File: src/fwp_pkg.sv
// Purpose: shared constants and types for the flash write-protect and status block
// Assumes: 2-Mbit array, 18-bit byte address, SPI modes 0 and 3
// Notes: opcodes are the serial command bytes the block decodes
package fwp_pkg;

  localparam int ADDR_W = 18;

  // command opcodes
  localparam logic [7:0] OP_WRITE_ENABLE = 8'h06;
  localparam logic [7:0] OP_WRITE_DISABLE = 8'h04;
  localparam logic [7:0] OP_ENABLE_STATUS_WRITE = 8'h50;
  localparam logic [7:0] OP_STATUS_WRITE = 8'h01;
  localparam logic [7:0] OP_READ_STATUS = 8'h05;
  localparam logic [7:0] OP_READ_SECTOR_LOCK = 8'h35;
  localparam logic [7:0] OP_SECTOR_ERASE = 8'h20;
  localparam logic [7:0] OP_BLOCK32_ERASE = 8'h52;
  localparam logic [7:0] OP_BLOCK64_ERASE = 8'hD8;
  localparam logic [7:0] OP_CHIP_ERASE_A = 8'h60;
  localparam logic [7:0] OP_CHIP_ERASE_B = 8'hC7;
  localparam logic [7:0] OP_BYTE_PROGRAM = 8'h02;
  localparam logic [7:0] OP_AAI_PROGRAM = 8'hAD;

  // frame lengths in bytes, opcode included
  localparam logic [2:0] LEN_OPCODE_ONLY = 3'h1;
  localparam logic [2:0] LEN_ERASE = 3'h4;
  localparam logic [2:0] LEN_BYTE_PROGRAM = 3'h5;
  localparam logic [2:0] LEN_AAI_FIRST = 3'h6;
  localparam logic [2:0] LEN_AAI_NEXT = 3'h3;
  localparam logic [2:0] LEN_STATUS_ONE = 3'h2;
  localparam logic [2:0] LEN_STATUS_TWO = 3'h3;

  // primary status bit positions
  localparam int ST_BUSY_BIT = 0;
  localparam int ST_WEL_BIT = 1;
  localparam int ST_BP_LO_BIT = 2;
  localparam int ST_BP_HI_BIT = 3;
  localparam int ST_AAI_BIT = 6;
  localparam int ST_LOCK_BIT = 7;
  // sector lock status bit positions
  localparam int SL_TOP_BIT = 2;
  localparam int SL_BOTTOM_BIT = 3;

  // reset values
  localparam logic RST_BUSY = 1'b0;
  localparam logic RST_WEL = 1'b0;
  localparam logic RST_AAI = 1'b0;
  localparam logic [1:0] RST_BLOCK_PROTECT = 2'h3;
  localparam logic RST_LOCKDOWN = 1'b0;
  localparam logic RST_SECTOR_LOCK = 1'b0;

  // protected regions
  localparam logic [ADDR_W-1:0] ARRAY_BASE = 18'h00000;
  localparam logic [ADDR_W-1:0] ARRAY_TOP = 18'h3FFFF;
  localparam logic [ADDR_W-1:0] QUARTER_BASE = 18'h30000;
  localparam logic [ADDR_W-1:0] HALF_BASE = 18'h20000;
  localparam logic [ADDR_W-1:0] FULL_BASE = 18'h00000;
  localparam logic [ADDR_W-1:0] TOP_SECTOR_BASE = 18'h3F000;
  localparam logic [ADDR_W-1:0] BOTTOM_SECTOR_END = 18'h00FFF;

  typedef enum logic [2:0] {
    FWP_OP_BYTE_PROGRAM,
    FWP_OP_AAI_WORD,
    FWP_OP_SECTOR_ERASE,
    FWP_OP_BLOCK32_ERASE,
    FWP_OP_BLOCK64_ERASE,
    FWP_OP_CHIP_ERASE
  } fwp_op_t;

  typedef struct packed {
    logic valid;
    fwp_op_t op;
    logic [ADDR_W-1:0] start_addr;
    logic [ADDR_W-1:0] end_addr;
    logic [15:0] data;
  } fwp_array_req_t;

  typedef struct packed {
    logic frame_start;
    logic frame_end;
    logic cs_active;
    logic byte_stb;
    logic [7:0] rx_byte;
    logic sck_fall;
    logic wp_n;
  } fwp_spi_evt_t;

endpackage : fwp_pkg

File: src/fwp_spi_rx.sv
// Purpose: pin synchroniser and serial byte assembler for the command port
// Assumes: sck is sampled by clk_sys, at least four clk_sys periods per half sck
// Notes: frame, byte and sck edge event outputs are registered one-cycle pulses; cs_active and wp_n are registered levels
`timescale 1ns/1ps
module fwp_spi_rx (
  input wire logic clk_sys,
  input wire logic srst,
  input wire logic spi_sck,
  input wire logic spi_cs_n,
  input wire logic spi_mosi,
  input wire logic wp_n,
  output fwp_pkg::fwp_spi_evt_t evt
);
  import fwp_pkg::*;

  logic [3:0] meta;
  logic [3:0] sync;
  logic sck_prev;
  logic cs_n_prev;
  logic [2:0] bit_cnt;
  logic [6:0] shift;
  logic sck_rise;
  logic sck_fall;
  logic cs_fall;
  logic cs_rise;

  // two-flop synchroniser: sck, cs_n, mosi, wp_n
  always_ff @(posedge clk_sys) begin
    if (srst) begin
      meta <= 4'hB;
      sync <= 4'hB;
    end else begin
      meta <= {wp_n, spi_mosi, spi_cs_n, spi_sck};
      sync <= meta;
    end
  end

  always_ff @(posedge clk_sys) begin
    if (srst) begin
      sck_prev <= 1'b0;
      cs_n_prev <= 1'b1;
    end else begin
      sck_prev <= sync[0];
      cs_n_prev <= sync[1];
    end
  end

  assign sck_rise = sync[0] && !sck_prev && !sync[1];
  assign sck_fall = !sync[0] && sck_prev && !sync[1];
  assign cs_fall = !sync[1] && cs_n_prev;
  assign cs_rise = sync[1] && !cs_n_prev;

  // msb-first byte assembly on sck rising edges
  always_ff @(posedge clk_sys) begin
    if (srst || cs_fall) begin
      bit_cnt <= 3'h0;
      shift <= 7'h00;
    end else if (sck_rise) begin
      bit_cnt <= bit_cnt + 3'h1;
      shift <= {shift[5:0], sync[2]};
    end
  end

  always_ff @(posedge clk_sys) begin
    if (srst) begin
      evt <= '0;
      evt.wp_n <= 1'b1;
    end else begin
      evt.frame_start <= cs_fall;
      evt.frame_end <= cs_rise;
      evt.cs_active <= !sync[1];
      evt.byte_stb <= sck_rise && (bit_cnt == 3'h7);
      if (sck_rise && (bit_cnt == 3'h7)) begin
        evt.rx_byte <= {shift, sync[2]};
      end
      evt.sck_fall <= sck_fall;
      evt.wp_n <= sync[3];
    end
  end

endmodule : fwp_spi_rx

File: src/fwp_top.sv
// Purpose: write-protect, status registers and command gating of a serial flash
// Assumes: array engine on clk_sys executes requests and pulses array_done
// Notes: commands execute at chip-select release; reads repeat the status byte
`timescale 1ns/1ps
module fwp_top (
  input wire logic clk_sys,
  input wire logic srst,
  input wire logic spi_sck,
  input wire logic spi_cs_n,
  input wire logic spi_mosi,
  input wire logic wp_n,
  input wire logic array_done,
  output logic spi_miso,
  output logic spi_miso_oe_n,
  output fwp_pkg::fwp_array_req_t array_req
);
  import fwp_pkg::*;

  fwp_spi_evt_t evt;
  logic busy;
  logic write_enable_latch;
  logic auto_increment_program_flag;
  logic block_protect_lo;
  logic block_protect_hi;
  logic protect_lockdown;
  logic top_sector_lock;
  logic bottom_sector_lock;
  logic aai_last;
  logic [2:0] byte_cnt;
  logic [7:0] opcode;
  logic [23:0] addr;
  logic [15:0] data;
  logic [ADDR_W-1:0] aai_addr;
  logic [7:0] tx;
  logic [7:0] primary_status;
  logic [7:0] sector_lock_status;
  logic [ADDR_W-1:0] t_start;
  logic [ADDR_W-1:0] t_end;
  logic [ADDR_W-1:0] next_word;
  logic [ADDR_W-1:0] bp_base;
  logic bp_any;
  logic is_mem_op;
  logic len_ok;
  logic blocked;
  logic next_blocked;
  logic exec_mem;
  logic cmd_ok;
  logic status_write;
  logic status_allowed;
  logic read_active;
  fwp_op_t op_kind;

  fwp_spi_rx u_rx (
    .clk_sys(clk_sys),
    .srst(srst),
    .spi_sck(spi_sck),
    .spi_cs_n(spi_cs_n),
    .spi_mosi(spi_mosi),
    .wp_n(wp_n),
    .evt(evt)
  );

  always_comb begin
    primary_status = 8'h00;
    primary_status[ST_BUSY_BIT] = busy;
    primary_status[ST_WEL_BIT] = write_enable_latch;
    primary_status[ST_BP_LO_BIT] = block_protect_lo;
    primary_status[ST_BP_HI_BIT] = block_protect_hi;
    primary_status[ST_AAI_BIT] = auto_increment_program_flag;
    primary_status[ST_LOCK_BIT] = protect_lockdown;
    sector_lock_status = 8'h00;
    sector_lock_status[SL_TOP_BIT] = top_sector_lock;
    sector_lock_status[SL_BOTTOM_BIT] = bottom_sector_lock;
  end

  // frame capture: opcode, three address bytes, last two data bytes
  always_ff @(posedge clk_sys) begin
    if (srst || evt.frame_start) begin
      byte_cnt <= 3'h0;
      addr <= 24'h000000;
      data <= 16'h0000;
      if (srst) begin
        opcode <= 8'h00;
      end
    end else if (evt.byte_stb) begin
      if (byte_cnt != 3'h7) begin
        byte_cnt <= byte_cnt + 3'h1;
      end
      if (byte_cnt == 3'h0) begin
        opcode <= evt.rx_byte;
      end else begin
        data <= {data[7:0], evt.rx_byte};
      end
      if (byte_cnt != 3'h0 && byte_cnt <= 3'h3) begin
        addr <= {addr[15:0], evt.rx_byte};
      end
    end
  end

  // target range of the pending memory command
  always_comb begin
    is_mem_op = 1'b1;
    len_ok = (byte_cnt == LEN_ERASE);
    op_kind = FWP_OP_SECTOR_ERASE;
    t_start = {addr[17:12], 12'h000};
    t_end = {addr[17:12], 12'hFFF};
    case (opcode)
      OP_BYTE_PROGRAM: begin
        op_kind = FWP_OP_BYTE_PROGRAM;
        len_ok = (byte_cnt == LEN_BYTE_PROGRAM);
        t_start = addr[17:0];
        t_end = addr[17:0];
      end
      OP_AAI_PROGRAM: begin
        op_kind = FWP_OP_AAI_WORD;
        len_ok = auto_increment_program_flag ? (byte_cnt == LEN_AAI_NEXT) :
                 (byte_cnt == LEN_AAI_FIRST);
        t_start = auto_increment_program_flag ? aai_addr : {addr[17:1], 1'b0};
        t_end = t_start | 18'h00001;
      end
      OP_SECTOR_ERASE: begin
        op_kind = FWP_OP_SECTOR_ERASE;
      end
      OP_BLOCK32_ERASE: begin
        op_kind = FWP_OP_BLOCK32_ERASE;
        t_start = {addr[17:15], 15'h0000};
        t_end = {addr[17:15], 15'h7FFF};
      end
      OP_BLOCK64_ERASE: begin
        op_kind = FWP_OP_BLOCK64_ERASE;
        t_start = {addr[17:16], 16'h0000};
        t_end = {addr[17:16], 16'hFFFF};
      end
      OP_CHIP_ERASE_A, OP_CHIP_ERASE_B: begin
        op_kind = FWP_OP_CHIP_ERASE;
        len_ok = (byte_cnt == LEN_OPCODE_ONLY);
        t_start = ARRAY_BASE;
        t_end = ARRAY_TOP;
      end
      default: begin
        is_mem_op = 1'b0;
        len_ok = 1'b0;
      end
    endcase
  end

  always_comb begin
    case ({block_protect_hi, block_protect_lo})
      2'b01: bp_base = QUARTER_BASE;
      2'b10: bp_base = HALF_BASE;
      2'b11: bp_base = FULL_BASE;
      default: bp_base = ARRAY_TOP;
    endcase
  end

  assign bp_any = block_protect_hi || block_protect_lo;
  // chip erase ends at the top, so any set protect bit blocks it
  assign blocked = (bp_any && t_end >= bp_base)
                   || (top_sector_lock && t_end >= TOP_SECTOR_BASE)
                   || (bottom_sector_lock && t_start <= BOTTOM_SECTOR_END);
  assign next_word = t_end + 18'h00001;
  assign next_blocked = (t_end == ARRAY_TOP)
                        || (bp_any && next_word >= bp_base)
                        || (top_sector_lock && next_word >= TOP_SECTOR_BASE);

  // while busy only status reads are served
  assign cmd_ok = evt.frame_end && !busy;
  assign exec_mem = cmd_ok && is_mem_op && len_ok && write_enable_latch && !blocked;
  assign status_write = cmd_ok && (opcode == OP_STATUS_WRITE) && write_enable_latch
                        && (byte_cnt == LEN_STATUS_ONE || byte_cnt == LEN_STATUS_TWO);
  assign status_allowed = evt.wp_n || !protect_lockdown;

  always_ff @(posedge clk_sys) begin
    if (srst) begin
      busy <= RST_BUSY;
    end else if (exec_mem) begin
      busy <= 1'b1;
    end else if (array_done) begin
      busy <= 1'b0;
    end
  end

  always_ff @(posedge clk_sys) begin
    if (srst) begin
      write_enable_latch <= RST_WEL;
    end else if (cmd_ok && byte_cnt == LEN_OPCODE_ONLY
                 && (opcode == OP_WRITE_ENABLE || opcode == OP_ENABLE_STATUS_WRITE)) begin
      write_enable_latch <= 1'b1;
    end else if (cmd_ok && byte_cnt == LEN_OPCODE_ONLY && opcode == OP_WRITE_DISABLE) begin
      write_enable_latch <= 1'b0;
    end else if (status_write && status_allowed) begin
      write_enable_latch <= 1'b0;
    end else if (busy && array_done && (!auto_increment_program_flag || aai_last)) begin
      write_enable_latch <= 1'b0;
    end
  end

  always_ff @(posedge clk_sys) begin
    if (srst) begin
      auto_increment_program_flag <= RST_AAI;
      aai_last <= 1'b0;
      aai_addr <= ARRAY_BASE;
    end else if (exec_mem && op_kind == FWP_OP_AAI_WORD) begin
      auto_increment_program_flag <= 1'b1;
      aai_last <= next_blocked;
      aai_addr <= next_word;
    end else if (cmd_ok && byte_cnt == LEN_OPCODE_ONLY && opcode == OP_WRITE_DISABLE) begin
      auto_increment_program_flag <= 1'b0;
    end else if (busy && array_done && aai_last) begin
      auto_increment_program_flag <= 1'b0;
      aai_last <= 1'b0;
    end
  end

  always_ff @(posedge clk_sys) begin
    if (srst) begin
      block_protect_lo <= RST_BLOCK_PROTECT[0];
      block_protect_hi <= RST_BLOCK_PROTECT[1];
      protect_lockdown <= RST_LOCKDOWN;
      top_sector_lock <= RST_SECTOR_LOCK;
      bottom_sector_lock <= RST_SECTOR_LOCK;
    end else if (status_write && status_allowed) begin
      if (byte_cnt == LEN_STATUS_ONE) begin
        block_protect_lo <= data[ST_BP_LO_BIT];
        block_protect_hi <= data[ST_BP_HI_BIT];
        protect_lockdown <= data[ST_LOCK_BIT];
      end else begin
        block_protect_lo <= data[8 + ST_BP_LO_BIT];
        block_protect_hi <= data[8 + ST_BP_HI_BIT];
        protect_lockdown <= data[8 + ST_LOCK_BIT];
        top_sector_lock <= data[SL_TOP_BIT];
        bottom_sector_lock <= data[SL_BOTTOM_BIT];
      end
    end
  end

  always_ff @(posedge clk_sys) begin
    if (srst) begin
      array_req <= '0;
    end else begin
      array_req.valid <= exec_mem;
      if (exec_mem) begin
        array_req.op <= op_kind;
        array_req.start_addr <= t_start;
        array_req.end_addr <= t_end;
        array_req.data <= (op_kind == FWP_OP_BYTE_PROGRAM) ? {8'h00, data[7:0]} : data;
      end
    end
  end

  // status read: reload each byte boundary, shift out on sck falling edges
  assign read_active = evt.cs_active && byte_cnt != 3'h0
                       && (opcode == OP_READ_STATUS || opcode == OP_READ_SECTOR_LOCK);

  always_ff @(posedge clk_sys) begin
    if (srst) begin
      tx <= 8'h00;
      spi_miso <= 1'b0;
      spi_miso_oe_n <= 1'b1;
    end else if (!evt.cs_active) begin
      spi_miso_oe_n <= 1'b1;
    end else if (evt.byte_stb) begin
      if ((byte_cnt == 3'h0 ? evt.rx_byte : opcode) == OP_READ_SECTOR_LOCK) begin
        tx <= sector_lock_status;
      end else begin
        tx <= primary_status;
      end
    end else if (evt.sck_fall && read_active) begin
      spi_miso <= tx[7];
      spi_miso_oe_n <= 1'b0;
      tx <= {tx[6:0], tx[7]};
    end
  end

endmodule : fwp_top

File: config.mk
export PLATFORM = sky130hd
export DESIGN_NAME = fwp_top
export DESIGN_NICKNAME = d
export VERILOG_FILES = /design/src/fwp_pkg.sv /design/src/fwp_spi_rx.sv /design/src/fwp_top.sv
export SDC_FILE = /design/constraint.sdc
export NUM_CORES = 1
export LEC_CHECK = 0
export BUFFER_PORTS_ARGS = -buffer_cell sky130_fd_sc_hd__buf_4
export CAP_MARGIN = 20
export CORE_ASPECT_RATIO = 1.5
export CORE_MARGIN = 5
export CORE_UTILIZATION = 55
export DETAILED_ROUTE_END_ITERATION = 8
export PLACE_DENSITY = 0.7
export SKIP_CTS_REPAIR_TIMING = 1
export SLEW_MARGIN = 20
export SYNTH_ARGS = -nofsm -noshare
export SYNTH_HDL_FRONTEND = slang
export SYNTH_SLANG_ARGS = --single-unit
File: constraint.sdc
create_clock -name clk_sys -period 10.8 [get_ports clk_sys]
set_clock_uncertainty 0.15 [all_clocks]
set_input_delay 0.54 -clock clk_sys [delete_from_list [all_inputs] [get_ports clk_sys]]
set_output_delay 0.54 -clock clk_sys [all_outputs]
set_load 0.02 [all_outputs]
==> run_results.csv <==
group,metric,value,unit
critical_path,reg2reg_to,"aai_last",
layout,fin_cells,1256,
floorplanning,io_pins,65,
synth,syn_nets,1058,
route,via_count,7432,
min_path,min_to,"u_rx.meta[1]",
floorplanning,die_area,18600,um2
synth,synth-seq-cells,172,
clock_tree,htree_levels,4,
placement,dpl-instance-area,9260,um2
min_path,min-delay-start,"spi_cs_n",
layout,final_nets,1093,
power_and_ir_drop,p_leak,0.00384,uW
critical_path,endpoint_kind,"flop",
route,vias_per_cell,5.92,
power_and_ir_drop,ir_worst_vdd,144,uV
global_route,use_met2,44.6,%
timing,period_needed,5.43,ns
synth,synthFlopType,"dfxtp_1",
global_route,grt_busiest_layer,"met2",
placement,dpl.cell_count,1224,
placement,numPortBuffers,64,
floorplanning,core_area,15600,um2
placement,dpl.hpwl,17000,um
global_route,globalRouteMet3Util,4.44,%
timing,final-hold-violation-count,0,
clock_tree,cts_tree,"yes",
clock_tree,clock_latency,0.44,ns
critical_path,r2r_cells,13,
flow_run,cap_violations,0,
synth,avgSynthCellArea,8.70,um2
min_path,min_path_type,"input port to flop",
synth,synthArstFlopShare,0,%
route,routedWlPerCell,18.6,um
min_path,whs_path_depth,2,
clock_tree,clockBufferDepth,2,
layout,fin_util,63.1,%
layout,fin_area,9860,um2
critical_path,cp.arrival,5.54,ns
critical_path,crit_fanout,23,
power_and_ir_drop,power_density,132,nW/um2
clock_tree,cts_buffers,17,
clock_tree,clkSinkCount,172,
route,antenna_left,0,
floorplanning,num_rows,56,
synth,ys_seq_area_share,40.3,%
route,drtIter0Drc,562,
route,drc,0,
global_route,grt_max_degree,77,
global_route,antenna_found_initial,0,
placement,gp_routability_congestion,0.952,
synth,synthCells,1005,
timing,worstMarginPinSlew,1.12,ns
clock_tree,clkTransAtPathRegs,0.07,ns
critical_path,worstPathRequired,10.91,ns
floorplanning,start_util,56.0,%
layout,diodes,0,
critical_path,startpoint_type,"flop",
timing,relSlewSlack,23.3,%
layout,syn_to_final_growth,12.7,%
global_route,grt_use_total,25.3,%
floorplanning,chipWidth,113,um
route,first_pass_iters,5,
global_route,overflow,0,
timing,tns,0,ns
synth,yosysWarnings,0,
synth,synth-edff-count,8,
synth,netlist_area,8740,um2
timing,timing.final.crit_share,50.3,%
global_route,grt_pass1_vias,7063,
critical_path,rr_startpoint,"opcode[2]",
power_and_ir_drop,power.total,1300,uW
clock_tree,cts-root-buf,"clkbuf_16",
critical_path,critical_path_class,"flop to flop",
critical_path,ff2ff_setup_slack,5.37,ns
timing,clock.fmax,184,MHz
layout,post_route_cells_drive_above_1_share,15.8,%
synth,synth.distinct_cells,86,
global_route,grt_pass1_wl,37100,um
timing,rsz0062_at_grt,"false",
status,status,"finished clean",
timing,slew_viol_final,0,
route,routed_wl,23300,um
global_route,grt_util_met1,28.2,%
timing,setup_viol,0,
floorplanning,die_y,164,um
## per-layer routing
| metal | vias up | wire (um) |
|---|---|---|
| met2 | 220 | 11800 |
| met3 | 86 | 962 |
| met1 | 3483 | 9160 |
| met4 | 0 | 1410 |
| met5 | - | 0 |
| li1 | 3643 | - |
## cells in the final DEF (no fill, tap or decap), types with 5 or more instances in the layout
master	n
ha_1	46
o211ai_1	5
inv_1	19
nor3_1	19
o21ai_0	17
or2_2	11
xnor2_1	11
buf_4	75
nand2_1	155
and2_1	8
edfxtp_1	8
and3_1	10
o2111ai_1	5
a22oi_1	15
nor4_1	5
nor2b_1	9
dfxtp_1	164
nor2_1	121
a211oi_1	11
nand4_1	8
mux2i_1	48
nand3_1	30
nand2b_1	8
a21oi_1	94
clkbuf_16	17
a211oi_2	16
## power breakdown
| group | internal (uW) | total (uW) | leakage (uW) | switching [uW] |
|---|---|---|---|---|
| clock network | 331 | 617 | 0.000292 | 287 |
| logic | 11.8 | 34.9 | 0.00214 | 23.1 |
| registers | 642 | 647 | 0.00141 | 5.09 |
## critical path, cell delays in order (launching register included)
cell and delay [ns]:
edfxtp_1 0.71, nand4b_2 0.22, nor3_4 0.77, nor2_1 0.17, a221o_2 0.46, ha_1 0.24, a211o_1 0.30, a211oi_1 0.23
nand3_1 0.12, a211oi_1 0.25, nor2b_1 0.39, o2111ai_2 0.69, a311oi_1 0.45, a211oi_1 0.08
## how the worst max path moves through the flow
stage / start / endpoint / slack, ns / depth (start not counted)
floorplan: opcode[4] / aai_last / 6.54 / 18
global placement: opcode[2] / aai_last / 5.55 / 13
detailed placement: opcode[2] / aai_last / 5.44 / 13
CTS: opcode[5] / aai_last / 5.42 / 15
global route: opcode[5] / aai_last / 4.92 / 17
finish: opcode[2] / aai_last / 5.37 / 13
## synth_stat cells, types with 4 or more instances
library cell    n  area share (%)
a211oi_1       11            0.94
buf_6           9             1.2
nand3b_1        4            0.34
o2111ai_1       5            0.50
inv_1          19            0.82
dfxtp_1       164              38
xnor2_1        11             1.1
nor2_1        122             5.2
nor2b_1         9            0.64
a21oi_1        94             5.4
nor3_1         19             1.1
buf_4           5            0.43
nand3_1        30             1.7
nand2b_1        8            0.57
ha_1           46             6.6
a211oi_2       16             2.3
and3_1         10            0.72
o21ai_0        18             1.0
or2_2          11            0.79
and2_1          8            0.57
clkbuf_1       32             1.4
mux2i_1        48             5.5
o211ai_1        5            0.43
buf_2          11            0.63
nor4_1          5            0.36
a211o_1         4            0.40
nand2_1       155             6.7
a22oi_1        15             1.3
nand4_1         8            0.57
edfxtp_1        8             2.7
a221oi_1        4            0.40
## logic make-up after synthesis
kind of cell	count (synthesis)	share of synthesized area (%)
AO/OA/AOI/OAI	213	17.1
adder cells (fa/ha/maj)	46	6.58
flip-flops	172	40.3
XOR/XNOR	15	1.59
multiplexers	49	5.62
buffers and inverters	79	4.54
AND/OR/NAND/NOR	431	24.2
## registers in the layout, summed over array words and instances, names as in the netlist, 3 cells and up
signal and count:
opcode 8, u_rx.shift 7, tx 8, u_rx.sync 4
aai_addr 18, array_req 56, data 16, u_rx.bit_cnt 3
u_rx.meta 4, u_rx.evt 14, addr 18, byte_cnt 3
## per-stage QoR
step,worst slack [ns],hold WS [ns]
after global routing,4.92,0.127
after floorplan,6.54,0.235
final,5.37,0.139
after CTS,5.42,0.130
after global placement,5.55,0.242
after detailed placement,5.44,0.248
## area by class of cell
| type | instances | area [um2] |
|---|---|---|
| Fill cell | 1343 | 5770 |
| Sequential cell | 172 | 3520 |
| Clock inverter | 15 | 173 |
| Timing Repair Buffer | 75 | 563 |
| Tap cell | 203 | 254 |
| Clock buffer | 17 | 425 |
| Inverter | 20 | 75.1 |
| Multi-Input combinational cell | 754 | 4840 |
(Power assumes the default switching activity.)
